$ cat src/pkg/pin_remap_map.vh
// register map, field layout, reset values and codes of the pin remap matrix
`ifndef PIN_REMAP_MAP_VH
`define PIN_REMAP_MAP_VH

// ----------------------------------------
// register indices on the plain port
// ----------------------------------------
`define IN_MAP_BASE    5'h00
`define IN_MAP_LAST    5'h08
`define OUT_MAP_BASE   5'h09
`define OUT_MAP_LAST   5'h10
`define OSC_CTRL_ADDR  5'h11
`define IRQ_STAT_ADDR  5'h12
`define IRQ_MASK_ADDR  5'h13

// ----------------------------------------
// fields
// ----------------------------------------
`define LOCK_BIT       6
`define FUSE_BIT       5
`define HI_LSB         8
`define LO_LSB         0
`define MASK_HI        16'h1f00
`define MASK_LO        16'h001f
`define MASK_BOTH      16'h1f1f

// ----------------------------------------
// reset values
// ----------------------------------------
`define IN_MAP_RST     16'h1f1f
`define OUT_MAP_RST    16'h0000
`define LOCK_RST       1'h0

// ----------------------------------------
// unlock keys and selector codes
// ----------------------------------------
`define KEY_FIRST      8'h46
`define KEY_SECOND     8'h57
`define SEL_GROUND     5'h1f
`define SEL_LAST_PIN   5'h19
`define OUT_NULL       5'h00
`define OUT_TX         5'h03
`define OUT_RTS        5'h04
`define OUT_SDO        5'h07
`define OUT_SCK        5'h08
`define OUT_SS         5'h09
`define OUT_OC1        5'h12
`define OUT_OC2        5'h13

// ----------------------------------------
// interrupt status bits
// ----------------------------------------
`define EV_REFUSED     0
`define EV_MISMATCH    1
`define EV_LOCK_CHG    2
`define EV_COUNT       3

`endif

$ cat src/hw/peripheral_pin_remap.v
// remappable peripheral pin-select matrix with write lock and shadow check
//
// Overview of operation
// - each input has a 5-bit selector; 11111 grounds it, 0..25 pick a pin
// - output routing is per pin, one 5-bit field chooses the driving peripheral
// - output code 00000 leaves the pin to its default port control
// - code 00011 routes serial transmit, code 00100 routes request-to-send
// - codes 00111, 01000, 01001 route SPI data, clock, select outputs
// - codes 10010 and 10011 route compare channel 1 and 2
// - locked map writes set the refused status bit and leave contents unchanged
// - lock bit 6 of the oscillator control register gates map writes
// - lock changes only after 0x46 then 0x57 to the low byte, then one write
// - lock bit holds until changed, allowing many updates per unlock
// - shadow copies are compared continuously; a mismatch forces a reset
// - with the one-way fuse active, a once-set lock cannot be cleared
// - unprogrammed fuse reads set (one session); programmed allows unlimited
// - seventeen map registers: nine input, eight output
// - unused map bits cannot be written and read as zero
// - irq1 at 12-8 of reg 0, irq2 at 4-0 of reg 1, timers 3/2 in reg 2
// - captures 1,2,7,8, fault A, serial rx/cts, SPI in signals are remappable
`include "pin_remap_map.vh"
`default_nettype none

module peripheral_pin_remap #(
    parameter NUM_PINS = 26,
    parameter NUM_IN   = 9,
    parameter NUM_OUT  = 8
) (
    input  wire                 clk_i,
    input  wire                 rstn_i,
    input  wire                 ce_i,
    input  wire [4:0]           addr_i,
    input  wire [15:0]          wdata_i,
    input  wire                 wr_i,
    input  wire                 rd_i,
    output wire [15:0]          rdata_o,
    input  wire [7:0]           osc_config_word_i,
    input  wire [NUM_PINS-1:0]  pin_in_i,
    input  wire [2*NUM_OUT-1:0] port_data_i,
    input  wire [2*NUM_OUT-1:0] port_drive_i,
    output wire [2*NUM_OUT-1:0] pin_out_o,
    output wire [2*NUM_OUT-1:0] pin_oe_o,
    input  wire                 serial_tx_out_i,
    input  wire                 serial_rts_out_i,
    input  wire                 spi_data_out_i,
    input  wire                 spi_clock_out_i,
    input  wire                 spi_select_out_i,
    input  wire                 compare1_out_i,
    input  wire                 compare2_out_i,
    output wire                 ext_irq1_o,
    output wire                 ext_irq2_o,
    output wire                 timer2_clk_o,
    output wire                 timer3_clk_o,
    output wire                 capture1_o,
    output wire                 capture2_o,
    output wire                 capture7_o,
    output wire                 capture8_o,
    output wire                 compare_fault_a_in_o,
    output wire                 serial_rx_o,
    output wire                 serial_cts_o,
    output wire                 spi_data_in_o,
    output wire                 spi_clock_in_o,
    output wire                 spi_select_in_o,
    output wire                 pin_map_lock_o,
    output wire                 config_reset_o,
    output wire                 irq_o
);

    // ----------------------------------------
    // key sequence states
    // ----------------------------------------
    localparam [1:0] KEY_IDLE = 2'b00;
    localparam [1:0] KEY_HALF = 2'b01;
    localparam [1:0] KEY_OPEN = 2'b10;
    localparam       NOPIN    = 2 * NUM_OUT;

    // ----------------------------------------
    // helpers
    // ----------------------------------------
    // writable bits of each input map register
    function [15:0] in_mask;
        input [3:0] idx;
        begin
            case (idx)
                4'h0:    in_mask = `MASK_HI;
                4'h1:    in_mask = `MASK_LO;
                4'h5:    in_mask = `MASK_LO;
                4'h8:    in_mask = `MASK_LO;
                default: in_mask = `MASK_BOTH;
            endcase
        end
    endfunction

    // input selector to pin level; ground and unused codes give zero
    function route_in;
        input [4:0]          sel;
        input [NUM_PINS-1:0] pins;
        begin
            if (sel <= `SEL_LAST_PIN)
                route_in = pins[sel];
            else
                route_in = 1'b0;
        end
    endfunction

    // output code to {drive, level}
    function [1:0] route_out;
        input [4:0] code;
        input [6:0] per;
        begin
            case (code)
                `OUT_TX:  route_out = {1'b1, per[0]};
                `OUT_RTS: route_out = {1'b1, per[1]};
                `OUT_SDO: route_out = {1'b1, per[2]};
                `OUT_SCK: route_out = {1'b1, per[3]};
                `OUT_SS:  route_out = {1'b1, per[4]};
                `OUT_OC1: route_out = {1'b1, per[5]};
                `OUT_OC2: route_out = {1'b1, per[6]};
                default:  route_out = 2'b00;
            endcase
        end
    endfunction

    // ----------------------------------------
    // state
    // ----------------------------------------
    reg [15:0]          in_map_ff   [0:NUM_IN-1];
    reg [15:0]          out_map_ff  [0:NUM_OUT-1];
    reg [15:0]          in_shad_ff  [0:NUM_IN-1];
    reg [15:0]          out_shad_ff [0:NUM_OUT-1];
    reg [NUM_PINS-1:0]  sync1_ff;
    reg [NUM_PINS-1:0]  sync2_ff;
    reg [1:0]           key_ff;
    reg                 lock_ff;
    reg                 set_once_ff;
    reg                 fuse_ff;
    reg [`EV_COUNT-1:0] stat_ff;
    reg [`EV_COUNT-1:0] mask_ff;
    reg                 irq_ff;
    reg                 cfg_rst_ff;
    reg [15:0]          rdata_ff;
    reg [NOPIN-1:0]     pin_out_ff;
    reg [NOPIN-1:0]     pin_oe_ff;
    reg [13:0]          pin_sel_ff;

    reg [15:0]          nxt_rdata;
    reg [NOPIN-1:0]     nxt_pin_out;
    reg [NOPIN-1:0]     nxt_pin_oe;
    reg [13:0]          nxt_pin_sel;
    reg [`EV_COUNT-1:0] events;
    reg                 mismatch;
    reg [1:0]           drv;
    reg [4:0]           code;
    integer             i;
    integer             j;

    wire       in_hit  = (addr_i <= `IN_MAP_LAST);
    wire       out_hit = (addr_i >= `OUT_MAP_BASE) && (addr_i <= `OUT_MAP_LAST);
    wire [3:0] in_idx  = addr_i[3:0];
    wire [4:0] out_off = addr_i - `OUT_MAP_BASE;
    wire [2:0] out_idx = out_off[2:0];
    wire       osc_wr  = wr_i && (addr_i == `OSC_CTRL_ADDR);
    wire [7:0] osc_lo  = wdata_i[7:0];
    wire [6:0] per_out = {compare2_out_i, compare1_out_i, spi_select_out_i, spi_clock_out_i,
                          spi_data_out_i, serial_rts_out_i, serial_tx_out_i};

    // ----------------------------------------
    // combinational: read mux, routing, checks
    // ----------------------------------------
    always @* begin
        nxt_rdata = 16'h0000;
        if (in_hit)
            nxt_rdata = in_map_ff[in_idx];
        else if (out_hit)
            nxt_rdata = out_map_ff[out_idx];
        else if (addr_i == `OSC_CTRL_ADDR)
            nxt_rdata = {9'h000, lock_ff, 6'h00};
        else if (addr_i == `IRQ_STAT_ADDR)
            nxt_rdata = {13'h0000, stat_ff};
        else if (addr_i == `IRQ_MASK_ADDR)
            nxt_rdata = {13'h0000, mask_ff};

        // shadows follow every legal write, so any difference is a disturbance
        mismatch = 1'b0;
        for (i = 0; i < NUM_IN; i = i + 1)
            if (in_map_ff[i] != in_shad_ff[i])
                mismatch = 1'b1;
        for (i = 0; i < NUM_OUT; i = i + 1)
            if (out_map_ff[i] != out_shad_ff[i])
                mismatch = 1'b1;

        // per pin output selection
        for (i = 0; i < NOPIN; i = i + 1) begin
            code = i[0] ? out_map_ff[i/2][12:8] : out_map_ff[i/2][4:0];
            drv  = route_out(code, per_out);
            if (drv[1]) begin
                nxt_pin_out[i] = drv[0];
                nxt_pin_oe[i]  = 1'b1;
            end else begin
                nxt_pin_out[i] = port_data_i[i];
                nxt_pin_oe[i]  = port_drive_i[i];
            end
        end

        // pin levels are the synchronised copy; direction is the port's business
        nxt_pin_sel[0]  = route_in(in_map_ff[0][12:8], sync2_ff);
        nxt_pin_sel[1]  = route_in(in_map_ff[1][4:0], sync2_ff);
        nxt_pin_sel[2]  = route_in(in_map_ff[2][4:0], sync2_ff);
        nxt_pin_sel[3]  = route_in(in_map_ff[2][12:8], sync2_ff);
        nxt_pin_sel[4]  = route_in(in_map_ff[3][4:0], sync2_ff);
        nxt_pin_sel[5]  = route_in(in_map_ff[3][12:8], sync2_ff);
        nxt_pin_sel[6]  = route_in(in_map_ff[4][4:0], sync2_ff);
        nxt_pin_sel[7]  = route_in(in_map_ff[4][12:8], sync2_ff);
        nxt_pin_sel[8]  = route_in(in_map_ff[5][4:0], sync2_ff);
        nxt_pin_sel[9]  = route_in(in_map_ff[6][4:0], sync2_ff);
        nxt_pin_sel[10] = route_in(in_map_ff[6][12:8], sync2_ff);
        nxt_pin_sel[11] = route_in(in_map_ff[7][4:0], sync2_ff);
        nxt_pin_sel[12] = route_in(in_map_ff[7][12:8], sync2_ff);
        nxt_pin_sel[13] = route_in(in_map_ff[8][4:0], sync2_ff);

        events = {`EV_COUNT{1'b0}};
        events[`EV_REFUSED]  = wr_i && (in_hit || out_hit) && lock_ff;
        events[`EV_MISMATCH] = mismatch;
        events[`EV_LOCK_CHG] = osc_wr && (key_ff == KEY_OPEN) && (wdata_i[`LOCK_BIT] != lock_ff)
                               && !(!wdata_i[`LOCK_BIT] && fuse_ff && set_once_ff);
    end

    // ----------------------------------------
    // sequential
    // ----------------------------------------
    // reset works even while the clock enable is low
    always @(posedge clk_i) begin
        if (!rstn_i) begin
            for (j = 0; j < NUM_IN; j = j + 1) begin
                in_map_ff[j]  <= `IN_MAP_RST & in_mask(j[3:0]);
                in_shad_ff[j] <= `IN_MAP_RST & in_mask(j[3:0]);
            end
            for (j = 0; j < NUM_OUT; j = j + 1) begin
                out_map_ff[j]  <= `OUT_MAP_RST;
                out_shad_ff[j] <= `OUT_MAP_RST;
            end
            sync1_ff    <= {NUM_PINS{1'b0}};
            sync2_ff    <= {NUM_PINS{1'b0}};
            key_ff      <= KEY_IDLE;
            lock_ff     <= `LOCK_RST;
            set_once_ff <= 1'b0;
            fuse_ff     <= 1'b1;
            stat_ff     <= {`EV_COUNT{1'b0}};
            mask_ff     <= {`EV_COUNT{1'b0}};
            irq_ff      <= 1'b0;
            cfg_rst_ff  <= 1'b0;
            rdata_ff    <= 16'h0000;
            pin_out_ff  <= {NOPIN{1'b0}};
            pin_oe_ff   <= {NOPIN{1'b0}};
            pin_sel_ff  <= 14'h0000;
        end else if (ce_i) begin
            sync1_ff <= pin_in_i;
            sync2_ff <= sync1_ff;
            // fuse read as set when unprogrammed; sampled each cycle after reset
            fuse_ff  <= osc_config_word_i[`FUSE_BIT];

            // map writes; refused while locked, which sets the refused status bit
            if (wr_i && in_hit && !lock_ff) begin
                in_map_ff[in_idx]  <= wdata_i & in_mask(in_idx);
                in_shad_ff[in_idx] <= wdata_i & in_mask(in_idx);
            end
            if (wr_i && out_hit && !lock_ff) begin
                out_map_ff[out_idx]  <= wdata_i & `MASK_BOTH;
                out_shad_ff[out_idx] <= wdata_i & `MASK_BOTH;
            end

            // unlock sequence; only writes to the control register advance it
            if (osc_wr) begin
                case (key_ff)
                    KEY_IDLE: begin
                        key_ff <= (osc_lo == `KEY_FIRST) ? KEY_HALF : KEY_IDLE;
                    end
                    KEY_HALF: begin
                        if (osc_lo == `KEY_SECOND)
                            key_ff <= KEY_OPEN;
                        else if (osc_lo == `KEY_FIRST)
                            key_ff <= KEY_HALF;
                        else
                            key_ff <= KEY_IDLE;
                    end
                    KEY_OPEN: begin
                        key_ff <= KEY_IDLE;
                        if (wdata_i[`LOCK_BIT]) begin
                            lock_ff     <= 1'b1;
                            set_once_ff <= 1'b1;
                        end else if (!(fuse_ff && set_once_ff)) begin
                            lock_ff <= 1'b0;
                        end
                    end
                    default: begin
                        key_ff <= KEY_IDLE;
                    end
                endcase
            end
            // lock holds across any number of map writes

            // sticky status: a new event beats a simultaneous clear
            if (wr_i && addr_i == `IRQ_STAT_ADDR)
                stat_ff <= (stat_ff & ~wdata_i[`EV_COUNT-1:0]) | events;
            else
                stat_ff <= stat_ff | events;
            if (wr_i && addr_i == `IRQ_MASK_ADDR)
                mask_ff <= wdata_i[`EV_COUNT-1:0];
            irq_ff <= |(stat_ff & mask_ff);

            cfg_rst_ff <= mismatch;
            rdata_ff   <= rd_i ? nxt_rdata : 16'h0000;
            pin_out_ff <= nxt_pin_out;
            pin_oe_ff  <= nxt_pin_oe;
            pin_sel_ff <= nxt_pin_sel;
        end
    end

    // ----------------------------------------
    // outputs
    // ----------------------------------------
    assign rdata_o              = rdata_ff;
    assign pin_out_o            = pin_out_ff;
    assign pin_oe_o             = pin_oe_ff;
    assign ext_irq1_o           = pin_sel_ff[0];
    assign ext_irq2_o           = pin_sel_ff[1];
    assign timer2_clk_o         = pin_sel_ff[2];
    assign timer3_clk_o         = pin_sel_ff[3];
    assign capture1_o           = pin_sel_ff[4];
    assign capture2_o           = pin_sel_ff[5];
    assign capture7_o           = pin_sel_ff[6];
    assign capture8_o           = pin_sel_ff[7];
    assign compare_fault_a_in_o = pin_sel_ff[8];
    assign serial_rx_o          = pin_sel_ff[9];
    assign serial_cts_o         = pin_sel_ff[10];
    assign spi_data_in_o        = pin_sel_ff[11];
    assign spi_clock_in_o       = pin_sel_ff[12];
    assign spi_select_in_o      = pin_sel_ff[13];
    assign pin_map_lock_o       = lock_ff;
    assign config_reset_o       = cfg_rst_ff;
    assign irq_o                = irq_ff;

endmodule // peripheral_pin_remap

`default_nettype wire

$ cat config.mk
export PLATFORM = sky130hd
export DESIGN_NAME = peripheral_pin_remap
export DESIGN_NICKNAME = d
export VERILOG_FILES = /design/src/hw/peripheral_pin_remap.v
export VERILOG_INCLUDE_DIRS = /design/src /design/src/pkg
export SDC_FILE = /design/constraint.sdc
export NUM_CORES = 1
export LEC_CHECK = 0
export BUFFER_PORTS_ARGS = -buffer_cell sky130_fd_sc_hd__buf_2
export CAP_MARGIN = 20
export CORE_MARGIN = 2
export CORE_UTILIZATION = 34
export DETAILED_ROUTE_END_ITERATION = 10
export HOLD_SLACK_MARGIN = 0.08
export SLEW_MARGIN = 10
export SYNTH_ARGS = -nofsm -noshare
export SYNTH_HDL_FRONTEND = slang
export SYNTH_SLANG_ARGS = --single-unit
$ cat constraint.sdc
create_clock -name clk_i -period 8.85 [get_ports clk_i]
set_input_delay 1.77 -clock clk_i [delete_from_list [all_inputs] [get_ports clk_i]]
set_output_delay 1.77 -clock clk_i [all_outputs]
set_load 0.01 [all_outputs]
==> metrics <==
CTS sink count=329; Arr. time, crit path=5.48 ns; Worst slew margin=26.0%; Sw Share=26.7%; Synth Instances=1798; Post-synth EDFFs=208; combinational share of power=11.0%; initial antenna violation count=6; Yosys cell types=80; Starting Density=34.6%; CTS Buf Count=39; number of setup buffers added after CTS=0; Static Leakage=8.07 nW; Post-CTS Hold Buffers=0; drt drc=0; largest net degree at the start of global routing=83; WP data required=9.04 ns; vias in the first global route=15043; Horiz. Die Dim=244 um; R2R depth=4; Area contributors post-synth=edfxtp_1 (32%), dfxtp_1 (12%), mux4_2 (12%), mux2i_1 (7.4%), nand2_1 (3.4%); H-tree depth=2; DRT Wirelength=62600 um; layout cells sized above 1=20.3%; clk slew on worst S/H paths=0.06 ns; Hold Path Stages=2; Crit. Startpoint=addr_i[0]; placed cell area=0.0208 mm2; Clk pwr share=41.1%; Mapped Area=0.0196 mm2; grt total ovfl=0; synth warn=0; critical path launch point type=input port; Psw=1.01 mW; Vias/cell=5.88; Core Region=0.0566 mm2; Synth Flop Type=edfxtp_1; fin cells=2645; clock root buffer master=clkbuf_16; Rows=87; RSZ-0062 raised after global routing=no; Yosys reg bits=329; HPWL after DPL=42500 um; Clock Path Buffers=3; power density over cell area=172 mW/mm2; drt pass-1 iters=5; clock network latency to the later pin of the worst-skew pair=0.57 ns; Max VDD drop=0.134 mV; critical path class=input port to flip-flop; first-pass GRT wire length=94000 um; worst r2r src=pin_map_lock_o$_SDFFE_PN0P_; setup violators final=0; Worst Hold Class=flip-flop to flip-flop; Synth top area share=31.9%; full die area=0.0595 mm2; sequential area share after synthesis=44.3%; Total GRT Usage=20.7%; Hold EP=stat_ff[1]$_SDFFE_PN0P_; reg-to-reg critical path endpoint=out_map_ff[2][7]$_SDFFCE_PN0P_; Routability Congestion=0.839; Final Hold Fails=0; I/O pin count=164; Initial DRC Count=1526; design area=0.0220 mm2; status=completed; Internal Dissipation=2.76 mW; Layout Nets=1963; hold path startpoint=stat_ff[1]$_SDFFE_PN0P_; Placed Cells=2574; largest area contributor in the netlist=edfxtp_1; Port-buffer cells=147; Final Slew Violations=0; post-route ant nets=0; CTS resizes=0; Peak Freq=0.189 GHz; crit-path max FO=34; R2R setup slack=6.07 ns; synth-to-layout area growth=12.3%; part of the power in registers=47.8%; DR vias=15552; Total Neg Setup Slack=0 ns; Syn Area/Cell=10.9 um2; crit end category=flip-flop; fin util=38.8%; max-cap violation count=0; Worst Skew=0.0175 ns; fin crit share=59.8%; CTS tree=yes; DR WL/cell=23.7 um; asr flop ratio synth=0%; Worst Tran Pin Value=1.10 ns; DIE HEIGHT=244 um; min cycle time layout=5.29 ns
[Yosys cell counts (all sizes together), types with 6 or more instances]
cell / number
edfxtp: 208
nand2: 177
mux2i: 144
dfxtp: 121
clkbuf: 119
mux4: 102
and2: 90
nor2b: 88
nor2: 68
a21oi: 65
o21ai: 61
buf: 49
inv: 47
a31oi: 46
nand2b: 37
mux2: 28
nand3: 28
nor3b: 28
a211oi: 19
a311oi: 17
a2111oi: 16
a21boi: 15
nand3b: 15
or3b: 12
nand4b: 11
nor4b: 11
o22ai: 11
or3: 11
a211o: 10
a21o: 10
nor3: 10
o32a: 8
a22oi: 7
o211ai: 7
or2: 7
and4b: 6
o221ai: 6
o31ai: 6
o41ai: 6
[power groups by stage]
stage               Combinational [mW]  Clock (mW)  Sequential [mW]
finish                           0.416        1.55             1.80
global placement                 0.406           0             1.83
global route                     0.448        1.64             1.81
detailed placement               0.415           0             1.83
CTS                              0.417        1.58             1.80
floorplan                        0.301           0             1.77
[area by class of cell]
cell class / count / area, um2
fill: 5533 / 34600
clock inverter: 17 / 139
multi-input combinational: 1277 / 10100
sequential: 329 / 8670
inverter: 47 / 176
antenna: 1 / 2.50
clock buffer: 53 / 1070
tap: 756 / 946
timing repair buffer: 165 / 880
[metrics by stage]
| step | worst slack (ns) | power (mW) | hold WS, ns |
|---|---|---|---|
| after floorplan | 4.03 | 2.07 | 0.425 |
| after global placement | 3.13 | 2.23 | 0.446 |
| after detailed placement | 2.99 | 2.25 | 0.462 |
| after CTS | 3.57 | 3.80 | 0.472 |
| after global routing | 3.22 | 3.90 | 0.486 |
| final | 3.56 | 3.77 | 0.473 |
[sequential cells by signal (all words and copies together), names as in the netlist]
signal          count
pin_map_lock_o      1
mask_ff             3
out_map_ff         30
irq_o               1
set_once_ff         1
stat_ff             3
in_map_ff          38
sync1_ff           26
in_shad_ff         90
key_ff              2
rdata_o            11
pin_oe_o           16
fuse_ff             1
pin_sel_ff         14
pin_out_o          16
out_shad_ff        50
route_in.pins      26
[per-layer routing]
metal  wire [um]  up-vias  GRT usage [%]
li1            -     6896              -
met1       26900     7717           28.8
met2       27200      761           31.0
met3        5740      170           4.43
met4        2660        8           9.18
met5          57        -              0
[worst max-delay path, cell delays in order]
cell,delay [ns]
buf_2,0.49
buf_4,0.64
nor4_1,0.15
o2bb2ai_1,0.80
nand2b_1,0.33
nor3_1,0.75
nand2b_1,0.52
[worst max path at each step]
stage                                     end  slack, ns  depth (start not counted)
2_1_floorplan  out_map_ff[0][0]$_SDFFCE_PN0P_       4.03                          9
3_3_place_gp   out_map_ff[2][9]$_SDFFCE_PN0P_       3.13                          7
3_5_place_dp   out_map_ff[2][4]$_SDFFCE_PN0P_       2.99                          7
4_1_cts        out_map_ff[2][7]$_SDFFCE_PN0P_       3.57                          7
5_1_grt        out_map_ff[2][7]$_SDFFCE_PN0P_       3.22                          7
6_report       out_map_ff[2][7]$_SDFFCE_PN0P_       3.56                          7
[kinds of logic (layout without fill, tap and decap cells)]
logic type,Yosys count,count (layout),share of synthesized area (%)
buf+inv,215,282,4.57
other cells,1,25,0.0192
mux,274,274,20.8
compound gates,355,355,12.4
fa+ha+maj,5,5,0.320
simple gates,618,618,17.6
xor+xnor,1,1,0.0448
flops,329,329,44.3
[layout by cell type, fill, tap and decap left out, types with 15 or more instances in the layout]
cell type / count
edfxtp_1: 208
nand2_1: 176
buf_2: 145
mux2i_1: 144
dfxtp_1: 121
mux4_2: 100
and2_1: 89
nor2b_1: 88
nor2_1: 68
a21oi_1: 65
o21ai_0: 60
inv_1: 46
a31oi_1: 46
clkbuf_16: 39
nand2b_1: 37
nand3_1: 28
mux2_2: 28
nor3b_1: 27
conb_1: 24
a211oi_1: 19
buf_4: 19
a311oi_1: 17
a2111oi_0: 16
a21boi_0: 15
nand3b_1: 15
(Power assumes the default switching activity.)
